<file path="src/logic/sfe_map.vh">
/*
 * Opcodes, frame lengths, address field positions, reset values and timing
 * for the serial flash erase sequencer.
 * Assumes that it is included by its bare name and holds definitions only.
 */
`ifndef SFE_MAP_VH
`define SFE_MAP_VH

`define SFE_OP_WRITE_ENABLE    8'h06
`define SFE_OP_PARAM_ERASE     8'h20
`define SFE_OP_PARAM_ERASE_4B  8'h21
`define SFE_OP_LARGE_ERASE     8'hd8
`define SFE_OP_LARGE_ERASE_4B  8'hdc
`define SFE_OP_WHOLE_ERASE_A   8'h60
`define SFE_OP_WHOLE_ERASE_B   8'hc7
`define SFE_OP_EVAL_STATUS     8'hd0

`define SFE_OP_BITS            6'h08
`define SFE_FRAME_SHORT        6'h20
`define SFE_FRAME_LONG         6'h28
`define SFE_CNT_MAX            6'h3f

`define SFE_LARGE_LSB          18
`define SFE_LARGE_MSB          25
`define SFE_PARAM_LSB          12
`define SFE_PARAM_MSB          14
`define SFE_OVERLAY_LSB        15

`define SFE_RST_PROTECT        1'b0
`define SFE_RST_ERASED_OK      1'b1

`define SFE_CLK_MHZ            200
`define SFE_EVAL_TIME_NS       20000

`endif

</file>
<file path="src/logic/sfe_top.v">
/*
 * Erase command sequencer of a serial NOR flash: decodes erase frames,
 * checks write enable and protection, walks the array erase handshake,
 * keeps per-sector protection and erase-complete bits.
 * Assumes serial pins are asynchronous and that the array logic answers
 * each erase request with a one-cycle done pulse on the system clock.
 */
// Function
// - Uniform mode ignores both parameter erase opcodes.
// - Parameter erase sets whole 4 kB sector.
// - Erase commands accepted only with write latch set.
// - Parameter erase address three or four bytes.
// - Large erase address three or four bytes.
// - Chip select rise after address starts erase.
// - Busy bit high while erase runs.
// - Protected parameter sector erase flags error.
// - Parameter erase outside overlay ignored silently.
// - Protected large sector erase flags error.
// - Large erase keeps overlaid parameter sectors.
// - Uniform mode erases complete large sectors.
// - Whole erase needs rise after opcode.
// - Whole erase only with block protection clear.
// - Whole erase skips protected sectors, no error.
// - Evaluate sets status from the addressed sector's erase-complete bit.
// - Evaluate address three or four bytes.
// - Evaluate holds busy for evaluation time.
// - Evaluate sets write latch, clears at end.
// - Protection bits kept per physical sector.
// - Quad mode shifts four bits per edge.
`include "sfe_map.vh"

module sfe_top #(
    parameter       LARGE_SECTORS = 256,
    parameter       PARAM_SECTORS = 8,
    parameter       IDX_W         = 9,
    parameter       EVAL_NS       = `SFE_EVAL_TIME_NS,
    parameter       TMR_W         = 16
) (
    input  wire             i_sys_clk,
    input  wire             i_rst_b,
    input  wire             i_clk_en,
    input  wire             i_cs_b,
    input  wire             i_sck,
    input  wire [3:0]       i_io,
    input  wire             i_quad_instruction_mode,
    input  wire             i_uniform_sector_select,
    input  wire             i_address_length_select,
    input  wire             i_param_top,
    input  wire [2:0]       i_block_protect_bits,
    input  wire             i_prot_wr,
    input  wire [IDX_W-1:0] i_prot_idx,
    input  wire             i_persistent_protect_bit,
    input  wire             i_dynamic_protect_bit,
    input  wire             i_clear_status,
    input  wire             i_ers_done,
    output wire             o_busy_status_bit,
    output wire             o_write_latch_status_bit,
    output wire             o_erase_status_bit,
    output wire             o_erase_error,
    output wire             o_ers_req,
    output wire [IDX_W-1:0] o_ers_idx,
    output wire             o_ers_keep_param
);
    localparam integer TOTAL    = LARGE_SECTORS + PARAM_SECTORS;
    localparam integer EVAL_INT = (EVAL_NS * `SFE_CLK_MHZ + 999) / 1000;
    localparam integer TOP_INT  = LARGE_SECTORS - 1;
    localparam [TMR_W-1:0] EVAL_CYC = EVAL_INT[TMR_W-1:0];
    localparam [IDX_W-1:0] LARGE_N  = LARGE_SECTORS[IDX_W-1:0];
    localparam [IDX_W-1:0] TOTAL_N  = TOTAL[IDX_W-1:0];
    localparam [IDX_W-1:0] TOP_SECT = TOP_INT[IDX_W-1:0];
    localparam [2:0] ST_IDLE  = 3'h0;
    localparam [2:0] ST_ERASE = 3'h1;
    localparam [2:0] ST_SCAN  = 3'h2;
    localparam [2:0] ST_BWAIT = 3'h3;
    localparam [2:0] ST_EVAL  = 3'h4;

    wire        rst_sync_b;
    wire        cs_s;
    wire        sck_s;
    wire [3:0]  io_s;
    wire [39:0] shift_q;
    wire [5:0]  cnt_q;

    reg              cs_q;
    reg              sck_q;
    reg  [2:0]       state_q;
    reg              wel_q;
    reg              err_q;
    reg              ees_q;
    reg              req_q;
    reg  [IDX_W-1:0] idx_q;
    reg              keep_q;
    reg  [IDX_W-1:0] scan_q;
    reg  [TMR_W-1:0] tmr_q;
    reg  [TOTAL-1:0] ppb_q;
    reg  [TOTAL-1:0] dyb_q;
    reg  [TOTAL-1:0] ok_q;

    reg  [7:0]       op;
    reg  [31:0]      addr;
    reg  [IDX_W-1:0] tgt_idx;
    reg              in_overlay;
    reg              tgt_prot;
    reg              keep_tgt;

    sfe_sync #(.WIDTH(1), .RST_VAL(0)) u_rst_sync (
        .i_clk    (i_sys_clk),
        .i_rst_b  (i_rst_b),
        .i_clk_en (1'b1),
        .i_async  (1'b1),
        .o_sync   (rst_sync_b)
    );

    sfe_sync #(.WIDTH(6), .RST_VAL(1)) u_pin_sync (
        .i_clk    (i_sys_clk),
        .i_rst_b  (rst_sync_b),
        .i_clk_en (i_clk_en),
        .i_async  ({i_io, i_sck, i_cs_b}),
        .o_sync   ({io_s, sck_s, cs_s})
    );

    sfe_shift u_shift (
        .i_sys_clk   (i_sys_clk),
        .i_rst_b     (rst_sync_b),
        .i_clk_en    (i_clk_en),
        .i_frame_clr (cs_s),
        .i_sck_rise  (sck_s & ~sck_q & ~cs_s),
        .i_quad      (i_quad_instruction_mode),
        .i_io        (io_s),
        .o_shift_q   (shift_q),
        .o_cnt_q     (cnt_q)
    );

    wire cs_rise = cs_s & ~cs_q;

    // Frame length in bits that an opcode needs with its address.
    function [5:0] frame_len;
        input [7:0] f_op;
        input       f_alen;
        begin
            if (f_op == `SFE_OP_PARAM_ERASE_4B ||
                f_op == `SFE_OP_LARGE_ERASE_4B) begin
                frame_len = `SFE_FRAME_LONG;
            end else if (f_op == `SFE_OP_PARAM_ERASE ||
                         f_op == `SFE_OP_LARGE_ERASE ||
                         f_op == `SFE_OP_EVAL_STATUS) begin
                frame_len = f_alen ? `SFE_FRAME_LONG
                                   : `SFE_FRAME_SHORT;
            end else begin
                frame_len = `SFE_OP_BITS;
            end
        end
    endfunction

    // Block protection covers an upper run of large sectors.
    function bp_hit;
        input [IDX_W-1:0] f_idx;
        input [2:0]       f_bp;
        reg   [IDX_W:0]   span;
        begin
            span   = {{IDX_W{1'b0}}, 1'b1} << ({1'b0, f_bp} + 4'h1);
            bp_hit = (f_bp != 3'h0) &&
                     ({1'b0, f_idx} + span >= {1'b0, LARGE_N});
        end
    endfunction

    always @* begin
        op = 8'h00;
        if (cnt_q == `SFE_OP_BITS) begin
            op = shift_q[7:0];
        end else if (cnt_q == `SFE_FRAME_SHORT) begin
            op = shift_q[31:24];
        end else if (cnt_q == `SFE_FRAME_LONG) begin
            op = shift_q[39:32];
        end
        addr = (cnt_q == `SFE_FRAME_SHORT) ? {8'h00, shift_q[23:0]}
                                           : shift_q[31:0];
        in_overlay = i_param_top ?
            (&addr[`SFE_LARGE_MSB:`SFE_OVERLAY_LSB]) :
            (~|addr[`SFE_LARGE_MSB:`SFE_OVERLAY_LSB]);
        tgt_idx = {{(IDX_W-8){1'b0}}, addr[`SFE_LARGE_MSB:`SFE_LARGE_LSB]};
        if (op == `SFE_OP_PARAM_ERASE || op == `SFE_OP_PARAM_ERASE_4B ||
            (op == `SFE_OP_EVAL_STATUS && in_overlay &&
             !i_uniform_sector_select)) begin
            tgt_idx = LARGE_N +
                {{(IDX_W-3){1'b0}}, addr[`SFE_PARAM_MSB:`SFE_PARAM_LSB]};
        end
        tgt_prot = bp_hit(tgt_idx >= LARGE_N ?
                              (i_param_top ? TOP_SECT : {IDX_W{1'b0}}) :
                              tgt_idx, i_block_protect_bits) |
                   ppb_q[tgt_idx] | dyb_q[tgt_idx];
        keep_tgt = !i_uniform_sector_select &&
                   (tgt_idx == (i_param_top ? TOP_SECT : {IDX_W{1'b0}}));
    end

    always @(posedge i_sys_clk or negedge rst_sync_b) begin
        if (!rst_sync_b) begin
            cs_q    <= 1'b1;
            sck_q   <= 1'b0;
            state_q <= ST_IDLE;
            wel_q   <= 1'b0;
            err_q   <= 1'b0;
            ees_q   <= 1'b0;
            req_q   <= 1'b0;
            idx_q   <= {IDX_W{1'b0}};
            keep_q  <= 1'b0;
            scan_q  <= {IDX_W{1'b0}};
            tmr_q   <= {TMR_W{1'b0}};
            ppb_q   <= {TOTAL{`SFE_RST_PROTECT}};
            dyb_q   <= {TOTAL{`SFE_RST_PROTECT}};
            ok_q    <= {TOTAL{`SFE_RST_ERASED_OK}};
        end else if (i_clk_en) begin
            cs_q  <= cs_s;
            sck_q <= sck_s;
            if (i_prot_wr && i_prot_idx < TOTAL_N) begin
                ppb_q[i_prot_idx] <= i_persistent_protect_bit;
                dyb_q[i_prot_idx] <= i_dynamic_protect_bit;
            end
            if (i_clear_status) begin
                err_q <= 1'b0;
            end
            case (state_q)
                ST_IDLE: begin
                    if (cs_rise && cnt_q == frame_len(op,
                            i_address_length_select)) begin
                        if (op == `SFE_OP_WRITE_ENABLE) begin
                            wel_q <= 1'b1;
                        end else if ((op == `SFE_OP_PARAM_ERASE ||
                                      op == `SFE_OP_PARAM_ERASE_4B) &&
                                     wel_q) begin
                            wel_q <= 1'b0;
                            if (i_uniform_sector_select || !in_overlay) begin
                                // Ignored without error.
                            end else if (tgt_prot) begin
                                err_q <= 1'b1;
                            end else begin
                                wel_q   <= 1'b1;
                                req_q   <= 1'b1;
                                idx_q   <= tgt_idx;
                                keep_q  <= 1'b0;
                                ok_q[tgt_idx] <= 1'b0;
                                state_q <= ST_ERASE;
                            end
                        end else if ((op == `SFE_OP_LARGE_ERASE ||
                                      op == `SFE_OP_LARGE_ERASE_4B) &&
                                     wel_q) begin
                            if (tgt_prot) begin
                                err_q <= 1'b1;
                                wel_q <= 1'b0;
                            end else begin
                                req_q   <= 1'b1;
                                idx_q   <= tgt_idx;
                                keep_q  <= keep_tgt;
                                ok_q[tgt_idx] <= 1'b0;
                                state_q <= ST_ERASE;
                            end
                        end else if ((op == `SFE_OP_WHOLE_ERASE_A ||
                                      op == `SFE_OP_WHOLE_ERASE_B) &&
                                     wel_q) begin
                            if (i_block_protect_bits != 3'h0) begin
                                wel_q <= 1'b0;
                            end else begin
                                scan_q  <= {IDX_W{1'b0}};
                                state_q <= ST_SCAN;
                            end
                        end else if (op == `SFE_OP_EVAL_STATUS) begin
                            wel_q   <= 1'b1;
                            idx_q   <= tgt_idx;
                            tmr_q   <= EVAL_CYC;
                            state_q <= ST_EVAL;
                        end
                    end
                end
                ST_ERASE: begin
                    if (i_ers_done) begin
                        req_q   <= 1'b0;
                        ok_q[idx_q] <= 1'b1;
                        wel_q   <= 1'b0;
                        state_q <= ST_IDLE;
                    end
                end
                ST_SCAN: begin
                    if (scan_q >= TOTAL_N) begin
                        wel_q   <= 1'b0;
                        state_q <= ST_IDLE;
                    end else if ((i_uniform_sector_select &&
                                  scan_q >= LARGE_N) ||
                                 ppb_q[scan_q] || dyb_q[scan_q]) begin
                        scan_q <= scan_q + 1'b1;
                    end else begin
                        req_q   <= 1'b1;
                        idx_q   <= scan_q;
                        keep_q  <= !i_uniform_sector_select &&
                                   scan_q == (i_param_top ? TOP_SECT
                                                          : {IDX_W{1'b0}});
                        ok_q[scan_q] <= 1'b0;
                        state_q <= ST_BWAIT;
                    end
                end
                ST_BWAIT: begin
                    if (i_ers_done) begin
                        req_q   <= 1'b0;
                        ok_q[idx_q] <= 1'b1;
                        scan_q  <= scan_q + 1'b1;
                        state_q <= ST_SCAN;
                    end
                end
                ST_EVAL: begin
                    if (tmr_q <= {{(TMR_W-1){1'b0}}, 1'b1}) begin
                        ees_q   <= ok_q[idx_q];
                        wel_q   <= 1'b0;
                        state_q <= ST_IDLE;
                    end else begin
                        tmr_q <= tmr_q - 1'b1;
                    end
                end
                default: begin
                    state_q <= ST_IDLE;
                end
            endcase
        end
    end

    assign o_busy_status_bit        = (state_q != ST_IDLE);
    assign o_write_latch_status_bit = wel_q;
    assign o_erase_status_bit       = ees_q;
    assign o_erase_error            = err_q;
    assign o_ers_req                = req_q;
    assign o_ers_idx                = idx_q;
    assign o_ers_keep_param         = keep_q;
endmodule

</file>
<file path="src/logic/sfe_sync.v">
/*
 * Two-flop synchroniser with asynchronous reset to a fixed value.
 * Assumes the input comes from outside the clock domain of i_clk.
 */
module sfe_sync #(
    parameter       WIDTH   = 1,
    parameter       RST_VAL = 0
) (
    input  wire             i_clk,
    input  wire             i_rst_b,
    input  wire             i_clk_en,
    input  wire [WIDTH-1:0] i_async,
    output wire [WIDTH-1:0] o_sync
);
    localparam [WIDTH-1:0] RV = RST_VAL[WIDTH-1:0];
    reg [WIDTH-1:0] meta_q;
    reg [WIDTH-1:0] sync_q;

    always @(posedge i_clk or negedge i_rst_b) begin
        if (!i_rst_b) begin
            meta_q <= RV;
            sync_q <= RV;
        end else if (i_clk_en) begin
            meta_q <= i_async;
            sync_q <= meta_q;
        end
    end

    assign o_sync = sync_q;
endmodule

</file>
<file path="src/logic/sfe_shift.v">
/*
 * Serial frame shifter: collects bits on each serial clock rising edge
 * while chip select is low, one bit or four bits per edge.
 * Assumes synchronised, edge-qualified inputs on the system clock.
 */
`include "sfe_map.vh"

module sfe_shift (
    input  wire        i_sys_clk,
    input  wire        i_rst_b,
    input  wire        i_clk_en,
    input  wire        i_frame_clr,
    input  wire        i_sck_rise,
    input  wire        i_quad,
    input  wire [3:0]  i_io,
    output reg  [39:0] o_shift_q,
    output reg  [5:0]  o_cnt_q
);
    reg [5:0] step;

    always @* begin
        step = i_quad ? 6'h04 : 6'h01;
    end

    always @(posedge i_sys_clk or negedge i_rst_b) begin
        if (!i_rst_b) begin
            o_shift_q <= 40'h0;
            o_cnt_q   <= 6'h0;
        end else if (i_clk_en) begin
            if (i_frame_clr) begin
                o_shift_q <= 40'h0;
                o_cnt_q   <= 6'h0;
            end else if (i_sck_rise) begin
                if (i_quad) begin
                    o_shift_q <= {o_shift_q[35:0], i_io};
                end else begin
                    o_shift_q <= {o_shift_q[38:0], i_io[0]};
                end
                if (o_cnt_q <= `SFE_CNT_MAX - step) begin
                    o_cnt_q <= o_cnt_q + step;
                end else begin
                    o_cnt_q <= `SFE_CNT_MAX;
                end
            end
        end
    end
endmodule

</file>
<file path="config.mk">
export PLATFORM = sky130hd
export DESIGN_NAME = sfe_top
export DESIGN_NICKNAME = d
export VERILOG_FILES = /design/src/logic/sfe_top.v /design/src/logic/sfe_sync.v /design/src/logic/sfe_shift.v
export VERILOG_INCLUDE_DIRS = /design/src /design/src/logic
export SDC_FILE = /design/constraint.sdc
export NUM_CORES = 2
export LEC_CHECK = 0
export BUFFER_PORTS_ARGS = -buffer_cell sky130_fd_sc_hd__buf_2
export CAP_MARGIN = 5
export CORE_UTILIZATION = 45
export DETAILED_ROUTE_END_ITERATION = 7
export PLACE_DENSITY_LB_ADDON = 0.15
export SYNTH_ARGS = -nofsm -noshare
export SYNTH_HDL_FRONTEND = slang
export SYNTH_SLANG_ARGS = --single-unit
</file>
<file path="constraint.sdc">
create_clock -name i_sys_clk -period 35.6 [get_ports i_sys_clk]
set_input_delay 3.56 -clock i_sys_clk [delete_from_list [all_inputs] [get_ports i_sys_clk]]
set_output_delay 3.56 -clock i_sys_clk [all_outputs]
set_load 0.02 [all_outputs]
</file>
=== Yosys cells after proc, flatten, opt, wreduce, memory -nomap -nowiden ===
Cells that the tools add are included.

* Add/sub/neg operators: 7
* Order comparisons: 15
* Equality and inequality tests: 46
* Shifts and indexed selects: 1
* Multiplexer cells: 135
* Bitwise logic cells: 13
* Reductions and logical operators: 50

{| class="wikitable"
|+ Operator list
! cell !! number
|-
| $mux W264 || 9
|-
| $pmux W264 S3 || 1
|-
| $and A264 B264 Y264 || 2
|-
| $bwmux W264 || 2
|-
| $not A264 Y264 || 2
|-
| $or A264 B264 Y264 || 1
|-
| $mux W9 || 21
|-
| $mux W40 || 3
|-
| $mux W16 || 7
|-
| $mux W1 || 48
|-
| $bmux W1 S9 || 5
|-
| $mux W3 || 15
|-
| $reduce_and A9 Y1 || 5
|-
| $mux W6 || 7
|-
| $lt A9 B10 Y1 const B || 4
|-
| $demux W1 S9 || 4
|-
| $ge A9 B1 Y1 const B || 4
|-
| $ne A2 B2 Y1 const B || 17
|-
| $eq A8 B8 Y1 const B || 4
|-
| $mux W8 || 4
|-
| $pmux W16 S2 || 1
|-
| $ge A9 B9 Y1 const B || 3
|-
| $pmux W9 S3 || 1
|-
| $mux W26 || 1
|-
| 50 further kinds || 96
|}

* Bits in registers: 896
* Input bits: 30

=== Logic depth before layout (Yosys ltp) ===
* Depth after elaboration: 22
* Mapped depth: 28
* Depth with buffers taken out: 22

=== Modules after synthesis ===
From an unflattened synthesis, not the netlist that was laid out.

* Cell total of the unflattened synthesis: 4912
* Area, all modules: 49852.8 um^2

{| class="wikitable"
|+ Modules (own cells, without submodules)
! module !! times used !! cells an instance !! area each (um^2)
|-
| sfe_top || 1 || 4663 || 46956.3
|-
| sfe_shift || 1 || 220 || 2337.2
|-
| sfe_sync at u_pin_sync || 1 || 25 || 486.7
|-
| sfe_sync at u_rst_sync || 1 || 4 || 72.6
|}

=== Worst setup path after synthesis ===
OpenSTA, ideal clock, no wires.

* Path kind: in2reg
* Start point: input port i_param_top
* End point: register ok_q[12]
* Setup time: 0.061 ns
* Data arrival time: 8.002 ns
* Required time: 35.539 ns
* Slack: 27.537 ns
* Cell stages on the path: 24
* Buffers on the path: 4
* Path through: nand3_1 > or4_1 > o22a_1 > nor4_4 > o21ai_1 > clkbuf_1 > buf_1 > nand2_1 > nand2_1 > ha_1 > a21o_1 > a21o_1 > a21oi_1 > nor2b_1 > o21ai_0 > nand2b_1 > a2111oi_0 > o2bb2ai_1 > a21oi_1 > o41ai_2 > buf_2 > buf_2 > nor4_1 > o2bb2a_1

* Longest elaborated chain between the ends: 18

{| class="wikitable"
|+ RTL lines
! what !! line !! source
|-
| start: declaration || sfe_top.v:48 || <nowiki>input wire i_param_top,</nowiki>
|-
| $mux W1 || sfe_top.v:178 || <nowiki>in_overlay = i_param_top ?</nowiki>
|-
| $logic_and A1 B1 Y1 (2 in series) || sfe_top.v:183 || <nowiki>(op == `SFE_OP_EVAL_STATUS && in_overlay &&</nowiki>
|-
| $logic_or A1 B1 Y1 || sfe_top.v:182 || <nowiki>if (op == `SFE_OP_PARAM_ERASE || op == `SFE_OP_PARAM_ERASE_4B ||</nowiki>
|-
| $mux W9 || sfe_top.v:182 ||
|-
| $ge A9 B9 Y1 || sfe_top.v:188 || <nowiki>tgt_prot = bp_hit(tgt_idx >= LARGE_N ?</nowiki>
|-
| $mux W9 || sfe_top.v:188 ||
|-
| $add A9 B10 Y10 || sfe_top.v:163 || <nowiki>({1'b0, f_idx} + span >= {1'b0, LARGE_N});</nowiki>
|-
| $ge A10 B9 Y1 || sfe_top.v:163 ||
|-
| $logic_and A1 B1 Y1 || sfe_top.v:162 || <nowiki>bp_hit = (f_bp != 3'h0) &&</nowiki>
|-
| $or A1 B1 Y1 || sfe_top.v:190 || <nowiki>tgt_idx, i_block_protect_bits) |</nowiki>
|-
| $or A1 B1 Y1 || sfe_top.v:191 || <nowiki>ppb_q[tgt_idx] | dyb_q[tgt_idx];</nowiki>
|-
| $mux W264 || sfe_top.v:234, sfe_top.v:247 ||
|-
| $mux W264 (on tied branches) || sfe_top.v:244, sfe_top.v:232 ||
|-
| $mux W264 || sfe_top.v:228 || <nowiki>end else if ((op == `SFE_OP_PARAM_ERASE ||</nowiki>
|-
| $mux W264 || sfe_top.v:226 || <nowiki>if (op == `SFE_OP_WRITE_ENABLE) begin</nowiki>
|-
| $mux W264 || sfe_top.v:224 || <nowiki>if (cs_rise && cnt_q == frame_len(op,</nowiki>
|-
| $pmux W264 S3 || sfe_top.v:222 || <nowiki>case (state_q)</nowiki>
|-
| end signal: assignment || sfe_top.v:211 || <nowiki>ok_q <= {TOTAL{`SFE_RST_ERASED_OK}};</nowiki>
|-
| end: declaration || sfe_top.v:97 || <nowiki>reg [TOTAL-1:0] ok_q;</nowiki>
|}

Several ways; a longest one is shown, not always the timed one. The select of a mux whose other input is x is not followed.
A chain may end at the register's enable or synchronous reset.

=== Final worst setup path ===
* Start point: input port i_param_top
* End point: register ok_q[176]

Same word-level chain as after synthesis.

==> results.yml <==
clock_network:
  clkLatencyLatePin_ns: 0.74
  root_buffer: "clkbuf_16"
  clk_pin_slew_ns: 0.06
  postCtsResizedCells: 0
  h-tree-depth: 3
  cts_buffer_depth: 3
  post_cts_buffers: 0
  clock_sinks: 896
  postCtsHoldBufs: 0
  cts_buffers: 103
  cts_tree: "yes"
route:
  vias: 48880
  routed_wl_um: 225300
  wl_per_cell_um: 34.01
  first_pass_iters: 8
  final_antenna_net_count: 0
  drc_errors: 1
  via_per_inst: 7.379
  first_iter_violations: 7406
global_route:
  gr-usage-all-layers_pct: 36.53
  grt_overflow: 0
  grt_max_degree: 240
  grt_pass1_wl_um: 330500
  grt_pass1_vias: 46920
  grt_antenna_before_repair: 12
critical_path:
  crit_arrival_ns: 11.80
  criticalPathCategory: "in2reg"
  critPathBufInv: 6
  reg2reg_from: "u_shift.o_cnt_q[5]"
  setup.worst_path.start_class: "input pin"
  timing.critical_path.mode_cell: "buf_4"
  crit_required_ns: 36.21
  cp_max_fo: 90
  cp_cell_sequence: "buf_2 -> nand3_1 -> or4_1 -> o22ai_1 -> nand2_1 -> nor3_2 -> buf_4 -> or2_2 -> buf_4 -> a222oi_1 -> a21oi_1 -> or4_1 -> nand3b_1 -> or4bb_1 -> o211ai_2 -> o41ai_4 -> buf_4 -> buf_4 -> buf_4 -> nor4_1 -> o2bb2a_1"
  critPathMaxStageDelay_ns: 0.97
  worst_path_max_delay_cell: "buf_4"
  crit_path_end_kind: "register"
  r2r_cells: 20
  rrSetupSlack_ns: 25.08
  timing.rr.end: "ok_q[176]"
  crit_family: "buffers and inverters"
synthesis:
  synthArstFlopShare_pct: 100.0
  muxShareOfSynthArea_pct: 20.38
  ys_seq_area_share_pct: 42.17
  synth-xor-area-share_pct: 0.2435
  synthesis.nets: 5186
  synth_top_area_share_pct: 29.17
  synthSimpleGateAreaFrac_pct: 13.01
  ys_top_cells_by_count: "dfrtp_1 (629), mux2_2 (579), nand2_1 (409)"
  synth_edf_count: 0
  synth-compound-area-share_pct: 19.84
  synthCells: 5138
  syn_area_um2: 53960
  synth_top_family_by_area: "multiplexers"
  synthTopCellsByArea: "dfrtp_1 (29%), dfstp_2 (13%), mux2_2 (12%)"
  synthDistinctLibCells: 95
  ys_ff_latch: 896
  synth.avg_cell_area_um2: 10.50
  synthAdderAreaFrac_pct: 0.4173
  yosysMostFrequentCell: "dfrtp_1"
  synthFlopType: "dfrtp_1"
  ys_warn_count: 0
  synth_area_leader_cell: "dfrtp_1"
die:
  start_util_pct: 45.58
  die-height_um: 348.3
  rows: 126
  core_um2: 118400
  die_area_um2: 121300
  ios: 45
  die_width_um: 348.3
sta:
  layout_min_cycle_time_ns: 11.19
  post-route-period-util_pct: 31.44
  rsz0062_at_grt: "false"
  setup_viol: 0
  skew_ns: 0.05414
  hold_slack_ns: 0.3462
  relSlewSlack_pct: 0.7559
  hold_viol_final: 0
  drv_slew: 0
  setup_tns_ns: 0
  max_freq_ghz: 0.08934
  worstMarginPinSlew_ns: 1.469
run_status:
  status: "complete, but fails checks"
  violations: "DRC, capacitance limit"
job:
  drv_cap: 1
worst_hold_path:
  min_from: "u_rst_sync.meta_q"
  hp-class: "reg2reg"
  min_path_cells: 0
  hold_path_end: "u_rst_sync.o_sync"
pwr:
  power_density_nw_per_um2: 51.58
  peakVddDrop_mv: 0.09757
  cellLeakagePower_uw: 0.02341
placed_design:
  port_buffers: 44
  dp_hpwl_um: 134300
  routabilityCongestion: 0.9580
final_layout:
  fillers: 10600
  final_net_count: 4985
  fin_util_pct: 50.03
  drive_gt1_share_pct: 28.96
  area_delta_synth_final_pct: 9.757
## where the power goes
part / internal (µW) / switching, µW
logic: 219 / 616
registers: 1050 / 38.3
clock network: 662 / 468
total: 1930 / 1120
## routing by layer
metal	global-route usage, %	wire length [µm]
met5	0	80
met4	18.31	12590
met3	11.85	30260
met2	51.68	94140
met1	49.89	88250
## flip-flops by register name (all words and copies together) (netlist names), 3 cells and up
| name | cells |
|---|---|
| state_q | 3 |
| o_ers_idx | 9 |
| tmr_q | 16 |
| u_pin_sync.o_sync | 6 |
| dyb_q | 264 |
| scan_q | 9 |
| u_pin_sync.meta_q | 6 |
| ppb_q | 264 |
| u_shift.o_cnt_q | 6 |
| u_shift.o_shift_q | 40 |
| ok_q | 264 |
## final cells by class
type,count,area (µm²),share of cell area (%)
Tap cell,1600,2002,3.380
Clock inverter,39,594.3,1.003
Clock buffer,147,2913,4.918
Antenna cell,6,15.01,0.02535
Multi-Input combinational cell,3707,29370,49.58
Timing Repair Buffer,195,1426,2.408
Sequential cell,896,22790,38.47
Inverter,34,127.6,0.2155
## cell families after synthesis
kind of cell / after synthesis
simple gates: 1487
compound gates: 1365
flops: 896
mux: 820
buf+inv: 535
fa+ha+maj: 18
xor+xnor: 15
other cells: 2
## metrics by stage
| stage | instance area, µm² | total power, µW | setup slack, ns | std cells |
|---|---|---|---|---|
| after floorplan | 53960 | 1615 | 9.242 | 5138 |
| after global placement | 55700 | 1901 | 24.17 | 6431 |
| after detailed placement | 55700 | 1905 | 24.10 | 6431 |
| after CTS | 59200 | 3028 | 24.82 | 6617 |
| after global routing | 59210 | 3127 | 24.31 | 6618 |
| final | 59230 | 3055 | 24.41 | 6624 |
## worst max-delay path by stage
stage,cells past startpoint,from,slack [ns],to
after detailed placement,21,i_param_top,24.10,ok_q[176]
after floorplan,0,u_rst_sync.o_sync,9.24,dyb_q[0]
final,21,i_param_top,24.41,ok_q[176]
after global routing,20,i_param_top,24.31,ok_q[155]
after global placement,21,i_param_top,24.17,ok_q[124]
after CTS,21,i_param_top,24.82,ok_q[176]
## placed cells by master, fill, tap and decap left out, types with 18 or more instances in the layout
cell and n:
dfrtp_1 619, mux2_2 579, nand2_1 397, nor2_1 393
o221ai_1 273, dfstp_2 267, o2bb2a_1 263, nor4_1 240
a21oi_1 225, nor3_1 221, mux4_2 164, buf_4 145
a22oi_1 112, clkbuf_16 103, o21ai_0 98, mux2i_1 74
nand3_1 64, o31ai_1 48, a222oi_1 44, buf_2 43
a31oi_1 41, a22o_1 38, a221oi_1 36, a211oi_1 34
inv_1 29, clkbuf_1 27, o22ai_1 23, ha_1 18
(Power assumes the default switching activity.)
